File: config.mk
export PLATFORM = sky130hd
export DESIGN_NAME = sac_adc_control
export DESIGN_NICKNAME = d
export VERILOG_FILES = /design/src/hdl/sac_adc_control.v /design/src/hdl/sac_prescale.v
export VERILOG_INCLUDE_DIRS = /design/src /design/src/hdl
export SDC_FILE = /design/constraint.sdc
export NUM_CORES = 1
export LEC_CHECK = 0
export ABC_AREA = 1
export ABC_CLOCK_PERIOD_IN_PS = 4200
export BUFFER_PORTS_ARGS = -buffer_cell sky130_fd_sc_hd__buf_2
export CORE_ASPECT_RATIO = 1.25
export CORE_MARGIN = 3
export CORE_UTILIZATION = 40
export CTS_CLUSTER_DIAMETER = 200
export DETAILED_ROUTE_END_ITERATION = 8
export SYNTH_ARGS = -nofsm -noshare
export SYNTH_HDL_FRONTEND = slang
export SYNTH_SLANG_ARGS = --single-unit
File: constraint.sdc
create_clock -name aclk -period 4.2 [get_ports aclk]
set_input_delay 0.42 -clock aclk [delete_from_list [all_inputs] [get_ports aclk]]
set_output_delay 0.42 -clock aclk [all_outputs]
set_load 0.005 [all_outputs]
File: src/hdl/sac_consts.vh
// register map, field layout, reset values and timing counts of the converter control
`ifndef SAC_CONSTS_VH
`define SAC_CONSTS_VH

// byte addresses on the register bus
`define SAC_ADDR_W 8
`define SAC_OFS_STATUS_CONTROL 8'h38
`define SAC_OFS_RESULT 8'h3C
`define SAC_OFS_CLOCK_SELECT 8'h40

// status and control field positions
`define SAC_SC_COMPLETE_BIT 7
`define SAC_SC_IRQ_EN_BIT 6
`define SAC_SC_CONT_BIT 5
`define SAC_SC_CHAN_HI 4
`define SAC_SC_CHAN_LO 0

// clock select field positions
`define SAC_CK_DIV_HI 7
`define SAC_CK_DIV_LO 5
`define SAC_CK_SRC_BIT 4

// reset values
`define SAC_CHAN_RESET 5'h1F
`define SAC_DIV_RESET 3'h0
`define SAC_SRC_RESET 1'b0

// channel codes
`define SAC_CHAN_PORTB_LAST 5'h07
`define SAC_CHAN_PORTD_LAST 5'h0E
`define SAC_CHAN_RESERVED 5'h1B
`define SAC_CHAN_REF_HIGH 5'h1D
`define SAC_CHAN_REF_LOW 5'h1E
`define SAC_CHAN_POWER_OFF 5'h1F

// conversion timing in converter clock ticks
`define SAC_SAMPLE_TICKS 4'h8
`define SAC_LAST_TICK 4'hF

// bus responses
`define SAC_RESP_OKAY 2'h0
`define SAC_RESP_SLVERR 2'h2

`endif

File: src/hdl/sac_adc_control.v
// successive-approximation converter control with an axi4-lite register port
//
// Decided for this implementation: the AXI4-Lite register port.
`timescale 1ns/1ps
`include "sac_consts.vh"

// How it works
// - enabled interrupt requested at every completion while complete bit is 0
// - with interrupts on, complete bit is writable selector
// - interrupts off: flag set, cleared by write/read
// - result read or control write drops request
// - reset clears flag, interrupt enable, continuous
// - continuous repeats conversions, else exactly one
// - five-bit channel picks port b or d pin
// - all-ones channel powers down; reset value
// - unused codes give undefined result; one reserved
// - two codes below off route references
// - wait mode runs on; interrupt wakes cpu
// - stop aborts conversion; resumes after stop
// - eight-bit result loaded at each completion
// - prescaler divides by 1,2,4,8 or 16
// - source bit: 1 bus clock, 0 crystal
// - control write starts 16-17 tick conversion
// - continuous results overwrite unread ones
// - selected channel pin forced to input
module sac_adc_control
(
	input wire aclk,
	input wire aresetn,
	input wire [7:0] s_axi_awaddr,
	input wire [2:0] s_axi_awprot,
	input wire s_axi_awvalid,
	output reg s_axi_awready,
	input wire [31:0] s_axi_wdata,
	input wire [3:0] s_axi_wstrb,
	input wire s_axi_wvalid,
	output reg s_axi_wready,
	output reg [1:0] s_axi_bresp,
	output reg s_axi_bvalid,
	input wire s_axi_bready,
	input wire [7:0] s_axi_araddr,
	input wire [2:0] s_axi_arprot,
	input wire s_axi_arvalid,
	output reg s_axi_arready,
	output reg [31:0] s_axi_rdata,
	output reg [1:0] s_axi_rresp,
	output reg s_axi_rvalid,
	input wire s_axi_rready,
	input wire crystal_ref_clock,
	input wire stop_mode,
	input wire comp_above,
	output reg [4:0] selected_analog_input,
	output reg analog_power_down,
	output reg high_reference_route,
	output reg low_reference_route,
	output reg sample_hold,
	output reg [7:0] sar_trial,
	output reg [7:0] port_b_force_input,
	output reg [6:0] port_d_force_input,
	output reg conv_irq
);

	// control register fields
	reg conv_complete_flag_r; // completion flag or interrupt selector
	reg conv_irq_enable_r; // interrupt enable
	reg continuous_select_r; // continuous mode
	reg [4:0] channel_select_r; // channel code
	reg [2:0] clock_prescale_r; // prescale code
	reg input_clock_source_r; // 1 bus clock, 0 crystal
	reg [7:0] result_r; // last conversion value

	// bus slave state
	reg aw_held_r; // write address captured
	reg w_held_r; // write data captured
	reg [7:0] aw_addr_r; // captured write address
	reg [7:0] w_data_r; // captured low write byte
	reg w_lane_r; // low byte lane enabled

	// conversion engine state
	localparam ST_IDLE = 2'h0; // nothing to do
	localparam ST_RUN = 2'h1; // sampling or approximating
	localparam ST_HALT = 2'h2; // frozen by stop mode
	reg [1:0] state_r; // engine state
	reg [3:0] tick_cnt_r; // converter ticks into the conversion
	reg [7:0] trial_r; // approximation word
	reg pending_r; // a conversion is owed after stop

	// crystal clock synchroniser and edge detect
	reg xtal_meta_r; // first stage only
	reg xtal_sync_r; // second stage
	reg xtal_prev_r; // edge detect history

	wire conv_tick; // converter clock tick from prescaler
	wire src_tick; // selected input clock tick
	wire wr_fire; // write both halves present
	wire rd_fire; // read address taken
	wire scr_write; // control register written
	wire res_read; // result register read
	wire done; // conversion finishes this cycle

	// decides whether a code is the power-off code
	function is_off;
		input [4:0] code;
		begin
			is_off = (code == `SAC_CHAN_POWER_OFF);
		end
	endfunction

	// true when the address hits a mapped register
	function is_mapped;
		input [7:0] addr;
		begin
			is_mapped = (addr == `SAC_OFS_STATUS_CONTROL) || (addr == `SAC_OFS_RESULT) ||
				(addr == `SAC_OFS_CLOCK_SELECT);
		end
	endfunction

	// crystal clock passes two flops before use
	always @(posedge aclk)
	begin
		if (!aresetn)
		begin
			xtal_meta_r <= 1'b0;
			xtal_sync_r <= 1'b0;
			xtal_prev_r <= 1'b0;
		end
		else
		begin
			xtal_meta_r <= crystal_ref_clock;
			xtal_sync_r <= xtal_meta_r;
			xtal_prev_r <= xtal_sync_r;
		end
	end

	// source choice: bus clock ticks every cycle
	assign src_tick = input_clock_source_r ? 1'b1 : (xtal_sync_r & ~xtal_prev_r);

	// prescaler restarts with each status and control write, not between continuous conversions
	sac_prescale u_prescale
	(
		.aclk(aclk),
		.aresetn(aresetn),
		.src_tick(src_tick),
		.div_code(clock_prescale_r),
		.restart(scr_write),
		.conv_tick_r(conv_tick)
	);

	assign wr_fire = aw_held_r && w_held_r && !s_axi_bvalid;
	assign rd_fire = s_axi_arvalid && s_axi_arready;
	assign scr_write = wr_fire && w_lane_r && (aw_addr_r == `SAC_OFS_STATUS_CONTROL);
	assign res_read = rd_fire && (s_axi_araddr == `SAC_OFS_RESULT);
	assign done = (state_r == ST_RUN) && conv_tick && (tick_cnt_r == `SAC_LAST_TICK)
		&& !stop_mode;

	// write channels: address and data taken in either order
	always @(posedge aclk)
	begin
		if (!aresetn)
		begin
			aw_held_r <= 1'b0;
			w_held_r <= 1'b0;
			aw_addr_r <= 8'h00;
			w_data_r <= 8'h00;
			w_lane_r <= 1'b0;
			s_axi_awready <= 1'b0;
			s_axi_wready <= 1'b0;
			s_axi_bvalid <= 1'b0;
			s_axi_bresp <= `SAC_RESP_OKAY;
		end
		else
		begin
			// ready only while the slot is free
			s_axi_awready <= !aw_held_r && !(s_axi_awvalid && s_axi_awready);
			s_axi_wready <= !w_held_r && !(s_axi_wvalid && s_axi_wready);
			if (s_axi_awvalid && s_axi_awready)
			begin
				aw_held_r <= 1'b1;
				aw_addr_r <= s_axi_awaddr;
			end
			if (s_axi_wvalid && s_axi_wready)
			begin
				w_held_r <= 1'b1;
				w_data_r <= s_axi_wdata[7:0];
				w_lane_r <= s_axi_wstrb[0];
			end
			// answer once both halves are in
			if (wr_fire)
			begin
				s_axi_bvalid <= 1'b1;
				s_axi_bresp <= is_mapped(aw_addr_r) ? `SAC_RESP_OKAY : `SAC_RESP_SLVERR;
				aw_held_r <= 1'b0;
				w_held_r <= 1'b0;
			end
			else if (s_axi_bvalid && s_axi_bready)
				s_axi_bvalid <= 1'b0;
		end
	end

	// read channel: one read at a time, data from a register
	always @(posedge aclk)
	begin
		if (!aresetn)
		begin
			s_axi_arready <= 1'b0;
			s_axi_rvalid <= 1'b0;
			s_axi_rdata <= 32'h0000_0000;
			s_axi_rresp <= `SAC_RESP_OKAY;
		end
		else
		begin
			s_axi_arready <= !s_axi_rvalid && !rd_fire;
			if (rd_fire)
			begin
				s_axi_rvalid <= 1'b1;
				s_axi_rresp <= `SAC_RESP_OKAY;
				case (s_axi_araddr)
					`SAC_OFS_STATUS_CONTROL:
						s_axi_rdata <= {24'h00_0000, conv_complete_flag_r, conv_irq_enable_r,
							continuous_select_r, channel_select_r};
					`SAC_OFS_RESULT:
						s_axi_rdata <= {24'h00_0000, result_r};
					`SAC_OFS_CLOCK_SELECT:
						s_axi_rdata <= {24'h00_0000, clock_prescale_r, input_clock_source_r,
							4'h0};
					default:
					begin
						s_axi_rdata <= 32'h0000_0000;
						s_axi_rresp <= `SAC_RESP_SLVERR;
					end
				endcase
			end
			else if (s_axi_rvalid && s_axi_rready)
				s_axi_rvalid <= 1'b0;
		end
	end

	// control fields, flag and result
	always @(posedge aclk)
	begin
		if (!aresetn)
		begin
			conv_complete_flag_r <= 1'b0;
			conv_irq_enable_r <= 1'b0;
			continuous_select_r <= 1'b0;
			channel_select_r <= `SAC_CHAN_RESET;
			clock_prescale_r <= `SAC_DIV_RESET;
			input_clock_source_r <= `SAC_SRC_RESET;
			result_r <= 8'h00;
		end
		else
		begin
			if (scr_write)
			begin
				conv_irq_enable_r <= w_data_r[`SAC_SC_IRQ_EN_BIT];
				continuous_select_r <= w_data_r[`SAC_SC_CONT_BIT];
				channel_select_r <= w_data_r[`SAC_SC_CHAN_HI:`SAC_SC_CHAN_LO];
			end
			if (wr_fire && w_lane_r && (aw_addr_r == `SAC_OFS_CLOCK_SELECT))
			begin
				clock_prescale_r <= w_data_r[`SAC_CK_DIV_HI:`SAC_CK_DIV_LO];
				input_clock_source_r <= w_data_r[`SAC_CK_SRC_BIT];
			end
			// every completion loads the result, read or not
			if (done)
				result_r <= {trial_r[7:1], comp_above};
			// flag behaviour depends on interrupt enable
			if (conv_irq_enable_r && !(scr_write && !w_data_r[`SAC_SC_IRQ_EN_BIT]))
			begin
				// writable selector, no completion meaning
				if (scr_write)
					conv_complete_flag_r <= w_data_r[`SAC_SC_COMPLETE_BIT];
			end
			else if (done && !(scr_write && w_data_r[`SAC_SC_IRQ_EN_BIT]))
				conv_complete_flag_r <= 1'b1;
			else if (scr_write && w_data_r[`SAC_SC_IRQ_EN_BIT])
				conv_complete_flag_r <= w_data_r[`SAC_SC_COMPLETE_BIT];
			else if (scr_write || res_read)
				conv_complete_flag_r <= 1'b0;
		end
	end

	// interrupt request: set wins over the withdraw
	always @(posedge aclk)
	begin
		if (!aresetn)
			conv_irq <= 1'b0;
		else if (done && conv_irq_enable_r && !conv_complete_flag_r)
			conv_irq <= 1'b1;
		else if (scr_write || res_read || !conv_irq_enable_r)
			conv_irq <= 1'b0;
	end

	// conversion engine: sample then eight approximation steps
	always @(posedge aclk)
	begin
		if (!aresetn)
		begin
			state_r <= ST_IDLE;
			tick_cnt_r <= 4'h0;
			trial_r <= 8'h00;
			pending_r <= 1'b0;
		end
		else if (scr_write)
		begin
			// new setup abandons any running conversion
			tick_cnt_r <= 4'h0;
			trial_r <= 8'h00;
			pending_r <= !is_off(w_data_r[`SAC_SC_CHAN_HI:`SAC_SC_CHAN_LO]);
			if (is_off(w_data_r[`SAC_SC_CHAN_HI:`SAC_SC_CHAN_LO]))
				state_r <= ST_IDLE;
			else if (stop_mode)
				state_r <= ST_HALT;
			else
				state_r <= ST_RUN;
		end
		else
		begin
			case (state_r)
				ST_IDLE:
				begin
					tick_cnt_r <= 4'h0;
				end
				ST_RUN:
				begin
					if (stop_mode)
					begin
						// stop aborts the conversion in progress
						state_r <= ST_HALT;
						tick_cnt_r <= 4'h0;
						trial_r <= 8'h00;
					end
					else if (conv_tick)
					begin
						tick_cnt_r <= tick_cnt_r + 4'h1;
						if (tick_cnt_r == `SAC_SAMPLE_TICKS - 4'h1)
							trial_r <= 8'h80; // end of sampling, try msb
						else if (tick_cnt_r == `SAC_LAST_TICK)
						begin
							// finished: repeat only in continuous mode
							tick_cnt_r <= 4'h0;
							trial_r <= 8'h00;
							pending_r <= continuous_select_r;
							if (!continuous_select_r)
								state_r <= ST_IDLE;
						end
						else if (tick_cnt_r >= `SAC_SAMPLE_TICKS)
						begin
							// keep or drop the bit under test, try the next
							trial_r <= ((trial_r & ~(8'h80 >> (tick_cnt_r - `SAC_SAMPLE_TICKS)))
								| ({7'h00, comp_above} << (4'h7 - (tick_cnt_r - `SAC_SAMPLE_TICKS))))
								| (8'h40 >> (tick_cnt_r - `SAC_SAMPLE_TICKS));
						end
					end
				end
				ST_HALT:
				begin
					// resume the owed conversion once stop ends
					if (!stop_mode)
						state_r <= pending_r ? ST_RUN : ST_IDLE;
				end
				default:
					state_r <= ST_IDLE;
			endcase
		end
	end

	// analog-side and port-side outputs, all registered
	always @(posedge aclk)
	begin
		if (!aresetn)
		begin
			selected_analog_input <= `SAC_CHAN_RESET;
			analog_power_down <= 1'b1;
			high_reference_route <= 1'b0;
			low_reference_route <= 1'b0;
			sample_hold <= 1'b0;
			sar_trial <= 8'h00;
			port_b_force_input <= 8'h00;
			port_d_force_input <= 7'h00;
		end
		else
		begin
			// unused and reserved codes still convert, value meaningless
			selected_analog_input <= channel_select_r;
			// stop level powers down at once, idle or running
			analog_power_down <= is_off(channel_select_r) || stop_mode;
			high_reference_route <= (channel_select_r == `SAC_CHAN_REF_HIGH);
			low_reference_route <= (channel_select_r == `SAC_CHAN_REF_LOW);
			// no sampling once stop is seen, even before the engine halts
			sample_hold <= (state_r == ST_RUN) && !stop_mode &&
				(tick_cnt_r < `SAC_SAMPLE_TICKS);
			sar_trial <= trial_r;
			// selected pin overrides port logic as an input
			port_b_force_input <= (channel_select_r <= `SAC_CHAN_PORTB_LAST) ?
				(8'h01 << channel_select_r[2:0]) : 8'h00;
			port_d_force_input <= ((channel_select_r > `SAC_CHAN_PORTB_LAST) &&
				(channel_select_r <= `SAC_CHAN_PORTD_LAST)) ?
				(7'h01 << channel_select_r[2:0]) : 7'h00;
		end
	end

endmodule

File: src/hdl/sac_prescale.v
// converter clock prescaler: turns input clock ticks into converter clock ticks
`timescale 1ns/1ps
module sac_prescale
(
	input wire aclk,
	input wire aresetn,
	input wire src_tick, // one tick of the selected input clock
	input wire [2:0] div_code, // prescale code
	input wire restart, // realign the divider
	output reg conv_tick_r // one-cycle converter clock tick
);

	reg [3:0] div_cnt_r; // counts input ticks
	reg [3:0] last_cnt; // terminal count for the code

	// decode the divide ratio, top bit set means 16
	always @*
	begin
		case (div_code)
			3'h0: last_cnt = 4'h0;
			3'h1: last_cnt = 4'h1;
			3'h2: last_cnt = 4'h3;
			3'h3: last_cnt = 4'h7;
			default: last_cnt = 4'hF;
		endcase
	end

	// divide and emit one pulse per ratio
	always @(posedge aclk)
	begin
		if (!aresetn)
		begin
			div_cnt_r <= 4'h0;
			conv_tick_r <= 1'b0;
		end
		else if (restart)
		begin
			div_cnt_r <= 4'h0;
			conv_tick_r <= 1'b0;
		end
		else if (src_tick)
		begin
			// divide ratio chosen by code
			if (div_cnt_r >= last_cnt)
			begin
				div_cnt_r <= 4'h0;
				conv_tick_r <= 1'b1;
			end
			else
			begin
				div_cnt_r <= div_cnt_r + 4'h1;
				conv_tick_r <= 1'b0;
			end
		end
		else
			conv_tick_r <= 1'b0;
	end

endmodule

---- Yosys cells after proc, flatten, opt, wreduce, memory -nomap -nowiden ----
Index checks and enable logic that the tools add are counted.
cells by class
  $add $sub $neg .......................... 4
  $mul .................................... 0
  div/mod/pow operators ................... 0
  $lt $le $gt $ge ......................... 6
  equal/unequal tests ..................... 27
  shifts and indexed selects .............. 5
  mux-type cells .......................... 45
  bitwise operators ....................... 8
  reductions and logical operators ........ 68
operators with widths
  kind                                               number
  2-to-1 mux 8 bit                                   5
  == test 8 x 6 -> 1 bit (second input constant)     4
  logical AND 1 bit                                  26
  one-hot mux 8 bit (3 select lines)                 1
  2-to-1 mux 2 bit                                   11
  == test 5 bit (second input constant)              4
  2-to-1 mux 1 bit                                   20
  2-to-1 mux 4 bit                                   5
  == test 8 x 7 -> 1 bit (second input constant)     2
  OR 8 bit                                           2
  one-hot mux 4 bit (4 select lines)                 1
  nonzero test 2 bit                                 8
  logical NOT 1 bit                                  14
  adder 4 x 1 -> 4 bit (second input constant)       2
  bitwise AND 8 bit                                  1
  != test 4 x 3 -> 1 bit (second input constant)     2
  != test 4 bit (second input constant)              2
  NOT 8 bit                                          1
  one-hot mux 4 bit (2 select lines)                 1
  AND reduction 2 bit                                4
  nonzero test 4 bit                                 2
  left shift 1 x 3 -> 8 bit (first input constant)   1
  left shift 1 x 4 -> 8 bit                          1
  right shift 7 x 4 -> 8 bit (first input constant)  1
  31 further kinds                                   42
storage, ports and cells
  bits in registers ....................... 136
  bits in latches ......................... 0
  memory bits (writable) .................. 0
  memory bits (read-only) ................. 0
  input bits .............................. 68
  word-level logic and storage cells ...... 201
  memories ................................ 0

---- Depth between registers and ports, before layout ----
Gate-level depths: netlist of run 1.
  depth after elaboration ................. 11
  gate-level depth with buffers ........... 12

---- Cells and area by module ----
A second synthesis of run 1 with hierarchy kept.
unflattened totals
  cells, all modules ...................... 623
  area total of the unflattened synthesis .. 4799.6 um^2
modules (own cells, without submodules)
  module           instances  cells an instance  area an instance (um^2)  sequential area each (um^2)
  sac_adc_control  1          580                4445.5                   2102.0
  sac_prescale     1          43                 354.1                    100.1

---- Worst setup path after synthesis of run 1 ----
Ideal clock, no wire load.
  path type ............................... register -> register
  start ................................... reg state_r[1]
  end ..................................... reg tick_cnt_r[3]
  setup time .............................. 0.114 ns
  data arrival time ....................... 1.298 ns
  required time ........................... 4.086 ns
  slack ................................... 2.788 ns
  cell stages (with the launch flop) ...... 11
  path buffers ............................ 0
  period minus slack after synthesis ...... 1.412 ns
  cells stage by stage .................... dfxtp_1 inv_1 ha_1 inv_2 nor2_4 nand2_1 o21ai_2 inv_2 nand4_1 xor2_1 nor2_1
between the ends
  cells in the longest elaborated chain, start to end .. 3
  elaborated cells on any way between the ends .. 6
ends and longest elaborated chain
  item                                                                           RTL line               text
  start: declaration                                                             sac_adc_control.v:83   reg [1:0] state_r;
  start signal: assignment                                                       sac_adc_control.v:360  state_r <= pending_r ? ST_RUN : ST_IDLE;
  == test 2 x 1 -> 1 bit or logical NOT 2 bit (tied branches)                    sac_adc_control.v:319  case (state_r)
  != test 3 x 2 -> 1 bit (no source line) or nonzero test 2 bit (tied branches)  -
  AND reduction 2 bit (no source line)                                           -
  end signal: assignment                                                         sac_adc_control.v:335  tick_cnt_r <= tick_cnt_r + 4'h1;
  end: declaration                                                               sac_adc_control.v:84   reg [3:0] tick_cnt_r;
Parallel ways exist; a longest one is shown, timed or not.
A chain may end at the register's enable or synchronous reset.

---- Worst setup path after layout of run 1 ----
  start ................................... reg clock_prescale_r[2]
  end ..................................... reg u_prescale.div_cnt_r[0]
between the ends
  cells in the longest elaborated chain, start to end .. 4
  elaborated cells on any way between the ends .. 7
ends and longest elaborated chain
  item                                            RTL line               text
  start: declaration                              sac_adc_control.v:68   reg [2:0] clock_prescale_r;
  start signal: assignment                        sac_adc_control.v:247  clock_prescale_r <= `SAC_DIV_RESET;
  start signal: assignment                        sac_adc_control.v:261  clock_prescale_r <= w_data_r[`SAC_CK_DIV_HI:`SAC_CK_DIV_LO];
  == test 3 x 2 -> 1 bit (tied with other cells)  sac_prescale.v:19      case (div_code)
  one-hot mux 4 bit (4 select lines) *            sac_prescale.v:19
  >= comparator 4 bit *                           sac_prescale.v:44      if (div_cnt_r >= last_cnt)
  2-to-1 mux 4 bit *                              sac_prescale.v:44
  end signal: assignment                          sac_prescale.v:51      div_cnt_r <= div_cnt_r + 4'h1;
  end: declaration                                sac_prescale.v:13      reg [3:0] div_cnt_r;
Every way passes the cells marked *; elsewhere a longest branch is shown, timed or not.

==> metrics.txt, run 1 <==
status finished, final reports clean; via-per-instance ratio 4.63; Rel. slew slack 47.7%; Critical Path AT 2050 ps; fin worst setup slack 2430 ps; Yosys cell types 40; Final Cycle Share 42.1%; CTS tree done; min Tclk post-route 1770 ps; Area Growth Syn to Fin 16.0%; Die ar. 13200 um2; starting utilization of the core area 41.9%; RSZ-0062 raised after global routing no; EDFF count, synth 0; Routed Antenna Nets 0; area leader, netlist dfxtp_1; CTS Hold Buffers Added 0; TritonCTS Sinks 110; H-tree depth reported by CTS 3; top_reg_cell synth dfxtp_1; fin. max-slew vios 0; CP required 4480 ps; total power draw 2.19 mW; area of the multi-input gates 2100 um2; CP Class reg2reg; initial antenna violation count 0; # DRC 0; PortBufs 82; maximum fanout along the worst path 5; 1st-pass router iterations 4; CTS Buf Count 9; Worst IR Drop VDD 0.180 mV; max-cap check violation count 0; GRT overflow 0; Die Span X 104 um; Crit Reg-Reg Endpoint u_prescale.div_cnt_r[0]$_SDFFE_PP0N_; synth top area cells dfxtp_1 46%, nand2_1 9.9%, nor2_1 5.9%; Vias 3987; Cell Rows 43; Max Root-Sink Buffers 2; diode count 0; hold crit path type in2reg; Place WS 2340 ps; initial DRC count 189; Hold Path Origin crystal_ref_clock; warnings from Yosys 0; top-area cell type share of the netlist area 46.3%; hold endpoint xtal_meta_r$_SDFF_PN0_; PwrDens 398 nW/um2; crit path capture type register; FF-to-FF Start clock_prescale_r[2]$_SDFFE_PN0P_; mean post-synth cell area 7.66 um2; Clock Tree Root clkbuf_16; Startpoint Class register; final WL 10200 um; post-DP HPWL 7640 um; Clock Skew 9.16 ps; worst setup path startpoint clock_prescale_r[2]$_SDFFE_PN0P_; first-pass GRT wire length 16900 um; # fillers 1147; register area share after synthesis 46.3%; worst slew pin tran 784 ps; Lkg Pwr 2.57 nW; worst reg2reg path depth 7; share of cells above drive strength 1 18.5%; Synth async-reset ratio 0%; gr usage total 15.4%; final hold vios 0; cell count after synthesis 621; Clock Pin Slew Worst Setup and Hold Paths 80 ps; total negative slack 0 ps; wire length per cell 11.9 um; FMAX 566 MHz; # IOs 142; Nets 781; maximum number of pins on one net before global-route repair 59; setup bufs post-CTS 0; Hold Path Cell Cnt 3; Core Region 11400 um2; Cell Area, Synth 4750 um2; CTS resizes 0; Reg2Reg Setup Slack 2430 ps; Die Span Y 128 um; Sequential Area 2200 um2; RePlAce Congestion 0.835; clock latency on the worst-skew pair 350 ps; # setup viols final 0; vias in the first global route 3668; FF+latch count, synth 110
[where the power goes]
| group | internal, mW | leakage [nW] | switching, mW |
|---|---|---|---|
| clock | 0.436 | 0.155 | 0.449 |
| sequential | 1.07 | 0.892 | 0.0266 |
| combinational | 0.0724 | 1.52 | 0.137 |
[state kept, by name, indices dropped and copies added (netlist names), 2 cells and up]
| register | cells |
|---|---|
| aw_addr_r | 8 |
| channel_select_r | 5 |
| clock_prescale_r | 3 |
| port_b_force_input | 8 |
| port_d_force_input | 7 |
| result_r | 8 |
| s_axi_rdata | 8 |
| sar_trial | 8 |
| selected_analog_input | 5 |
| state_r | 2 |
| tick_cnt_r | 4 |
| trial_r | 8 |
| u_prescale.div_cnt_r | 4 |
| w_data_r | 8 |
[layout make-up]
class	instances	share of cell area, %
clock inverter	7	1.79
clock buffer	9	4.08
timing repair buffer	83	7.58
multi-input combinational	422	38.1
inverter	73	4.97
sequential	110	39.9
tap	157	3.56
[through the flow]
step	instance area [um2]	hold slack, ps	util [%]	instances
after detailed placement	5190	402	45.7	845
after floorplan	4850	390	-	646
after CTS	5520	257	48.6	861
after global routing	5520	272	48.6	861
final	5520	260	48.6	861
after global placement	5190	397	45.7	845
[layout by cell type (no fill, tap or decap), drive strengths merged]
cell type  instances
or2                2
o21a               1
nor3              13
nand2            130
a211oi             1
dfxtp            110
buf               83
inv               75
o21ai             38
o211ai             7
mux2i              1
xor2               3
nor4               1
o311ai             2
clkbuf             9
nand3b             2
nand3             42
conb              26
clkinv             5
o22ai              4
nand4              4
o21bai             1
a21oi             45
nor2              85
ha                14
[synth_stat cells, types with 9 or more instances]
| library cell | n |
|---|---|
| inv_1 | 64 |
| nand2_1 | 126 |
| o21ai_0 | 24 |
| clkbuf_1 | 9 |
| nor2_1 | 75 |
| buf_4 | 26 |
| a21oi_1 | 43 |
| nand3_1 | 40 |
| ha_1 | 14 |
| o21ai_1 | 12 |
| dfxtp_1 | 110 |
| nor3_1 | 13 |
[worst max path at each step]
stage | end | slack, ps | cells past startpoint
3_5_place_dp | tick_cnt_r[2]$_SDFFE_PP0P_ | 2340 | 5
5_1_grt | u_prescale.div_cnt_r[0]$_SDFFE_PP0N_ | 2280 | 7
6_report | u_prescale.div_cnt_r[0]$_SDFFE_PP0N_ | 2430 | 7
2_1_floorplan | tick_cnt_r[3]$_SDFFE_PP0P_ | 2790 | 10
3_3_place_gp | u_prescale.conv_tick_r$_SDFF_PP0_ | 2400 | 5
4_1_cts | u_prescale.div_cnt_r[0]$_SDFFE_PP0N_ | 2420 | 7
[logic make-up (layout without fill, tap and decap cells)]
group | count (synthesis) | after routing | share of synthesized area [%]
XOR/XNOR | 3 | 3 | 0.553
adder cells (fa/ha/maj) | 14 | 14 | 3.68
buffers and inverters | 114 | 172 | 11.4
AO/OA/AOI/OAI | 99 | 99 | 11.5
other | 1 | 26 | 0.0789
flip-flops | 110 | 110 | 46.3
multiplexers | 1 | 1 | 0.211
AND/OR/NAND/NOR | 279 | 279 | 26.2
[metal layers]
| metal | share of wire, % | vias up | track usage (%) |
|---|---|---|---|
| met5 | 0 | - | 0 |
| met4 | 2.2 | 0 | 6.89 |
| met3 | 4.8 | 15 | 2.72 |
| met2 | 48 | 100 | 27.5 |
| met1 | 45 | 1773 | 18.2 |
| li1 | - | 2099 | - |
[critical path: stages (launching register included)]
cell	delay, ps
dfxtp_1	440
nor2_1	90
ha_1	290
a21oi_1	160
o21ai_0	90
o21ai_0	290
nand2_1	190
a21oi_1	140
No activity file was read; power rests on OpenSTA's default activity.
==> run 2, diff against run 1 <==
--- a/config.mk
+++ b/config.mk
@@ -7,13 +7,14 @@
 export NUM_CORES = 1
 export LEC_CHECK = 0
 export ABC_AREA = 1
-export ABC_CLOCK_PERIOD_IN_PS = 4200
+export ABC_CLOCK_PERIOD_IN_PS = 1500
 export BUFFER_PORTS_ARGS = -buffer_cell sky130_fd_sc_hd__buf_2
 export CORE_ASPECT_RATIO = 1.25
 export CORE_MARGIN = 3
 export CORE_UTILIZATION = 40
 export CTS_CLUSTER_DIAMETER = 200
 export DETAILED_ROUTE_END_ITERATION = 8
+export PLACE_DENSITY = 0.67
 export SYNTH_ARGS = -nofsm -noshare
 export SYNTH_HDL_FRONTEND = slang
 export SYNTH_SLANG_ARGS = --single-unit
==> constraint.sdc (replaced) <==
create_clock -name aclk -period 1.5 [get_ports aclk]
set_input_delay 0.15 -clock aclk [delete_from_list [all_inputs] [get_ports aclk]]
set_output_delay 0.15 -clock aclk [all_outputs]
set_load 0.005 [all_outputs]
==> run 2 against run 1 <==
  * Via count grew 4.8%
  * Power grew to 2.8 times the previous value
  * Sequential power rose to 2.8 times the previous value
  * Critical path type unchanged
  * Highest routed layer unchanged
==> metrics.txt, run 2 (synthesized netlist as in run 1, its figures left out) <==
gr usage total 15.8% (+0.37 points); Clock Pin Slew Worst Setup and Hold Paths 70 ps (about the same); first-pass GRT wire length 17200 um (+1.6%); crit path capture type register; worst reg2reg path depth 10 (+3); GRT overflow 0 (unchanged); status finished, final reports clean; commonest non-fill, non-tap cell in the layout nand2_1; design area 5880 um2 (+6.6%); Die Span Y 128 um (unchanged); post-DP HPWL 8090 um (+5.9%); 1st-pass router iterations 5 (+1); Routed Antenna Nets 0 (unchanged); final WL 10600 um (+4.1%); Hold Path Cell Cnt 4 (+1); vias in the first global route 3871 (+5.5%); starting utilization of the core area 41.9% (unchanged); H-tree depth reported by CTS 3 (unchanged); PortBufs 82 (unchanged); total power draw 6.13 mW (+180%); most frequent cells in the layout 122 x nand2_1, 97 x dfxtp_1, 82 x buf_2, 72 x nor2_1, 61 x inv_1; wire length per cell 11.9 um (+0.48%); Lkg Pwr 2.73 nW (+6.4%); Cell Rows 43 (unchanged); fin. max-slew vios 0 (unchanged); Die ar. 13200 um2 (unchanged); initial DRC count 168 (-11%); Clock Tree Root clkbuf_16; delay of the slowest critical-path stage 340 ps (-100 ps); Worst IR Drop VDD 0.554 mV (+210%); Cell Area, Placed 5420 um2 (+4.4%); # setup viols final 0 (unchanged); crit path cell chain buf_4, inv_1, ha_1, nand2_1, nor2_1, inv_1, nand2_1, nand3_1, nand2_1, a21oi_1; min Tclk post-route 1410 ps (-358 ps); Vias 4179 (+4.8%); CP required 1740 ps (-2740 ps); share of cells above drive strength 1 26.0% (+7.5 points); initial antenna violation count 0 (unchanged); PwrDens 1040 nW/um2 (+160%); max-cap check violation count 0 (unchanged); Area Growth Syn to Fin 23.7%; hold crit path type in2reg; Fin Hold WS 43.7 ps (-217 ps); diode count 0 (unchanged); Clock Skew 10.1 ps (+0.983 ps); CTS Hold Buffers Added 0 (unchanged); Max Root-Sink Buffers 2 (unchanged); FMAX 710 MHz (+25%); Startpoint Class register; Final Cycle Share 93.9% (+52 points); Critical Path AT 1650 ps (-400 ps); CP dominant cell by count nand2_1; CTS Buf Count 9 (unchanged); Core Region 11400 um2 (unchanged); # DRC 0 (unchanged); Die Span X 104 um (unchanged); # IOs 142 (unchanged); via-per-instance ratio 4.68 (+1.2%); RSZ-0062 raised after global routing yes; clock latency on the worst-skew pair 350 ps (about the same); CP Class reg2reg; RePlAce Congestion 0.883 (+5.6%); final hold vios 0 (unchanged); Slowest-stage cell, CP dfxtp_2; maximum number of pins on one net before global-route repair 59 (unchanged); CTS tree done; maximum fanout along the worst path 7 (+2); Nets 812 (+4.0%); TritonCTS Sinks 110 (unchanged)
## run 2: worst paths after layout
check                             startpoint                         to  slack [ps]
setup / recovery  tick_cnt_r[0]$_SDFFE_PP0P_    trial_r[5]$_SDFFE_PP0P_          90
hold / removal                  s_axi_rready  s_axi_rvalid$_SDFFE_PN0P_          40
setup reg to reg  tick_cnt_r[0]$_SDFFE_PP0P_    trial_r[5]$_SDFFE_PP0P_          90
hold reg to reg       xtal_meta_r$_SDFF_PN0_     xtal_sync_r$_SDFF_PN0_         410
## run 2: where the power goes
group | switching, mW | internal, mW
clock network | 1.10 | 1.21
logic | 0.440 | 0.291
registers | 0.0744 | 3.02
## run 2: layer usage
metal / up-vias / track usage, % / part of all wire [%] / routed length, um
met5: - / 0 / 0 / 0
met2: 105 / 28.9 / 51 / 5440
met1: 1906 / 17.6 / 41 / 4410
li1: 2157 / - / - / -
met4: 0 / 6.10 / 1.6 / 168
met3: 11 / 3.98 / 5.8 / 621
## run 2: stage by stage
stage / worst slack [ps] / setup TNS [ps] / utilization (%) / cells
global route: -38.6 / -87.5 / 51.8 / 892
finish: 92.0 / 0 / 51.8 / 892
floorplan: 87.7 / 0 / - / 646
global placement: -37.8 / -61.5 / 47.7 / 872
detailed placement: -44.0 / -303 / 47.7 / 872
CTS: 6.22 / 0 / 50.4 / 888
## run 2: repair_timing
| item | CTS | global route |
|---|---|---|
| cloned | 0 | 0 |
| buffers inserted | 0 | 4 |
| pin swaps | 0 | 8 |
| setup endpoints to repair | 13 | 29 |
| endpoints found under the hold margin | 0 | 0 |
| gates resized for setup | 3 | 38 |
## run 2: cell type report
type	instances	area, um2
fill	1083	5470
sequential	110	2220
multi-input combinational	422	2200
timing repair buffer	114	688
inverter	73	280
clock buffer	11	243
tap	157	196
clock inverter	5	48.8
## run 2: critical path: cells and delay by family (launching register included)
family	cells	cell delay, ps
flip-flops	1	340
AO/OA/AOI/OAI	1	50
adder cells (fa/ha/maj)	1	210
AND/OR/NAND/NOR	5	320
buffers and inverters	3	390
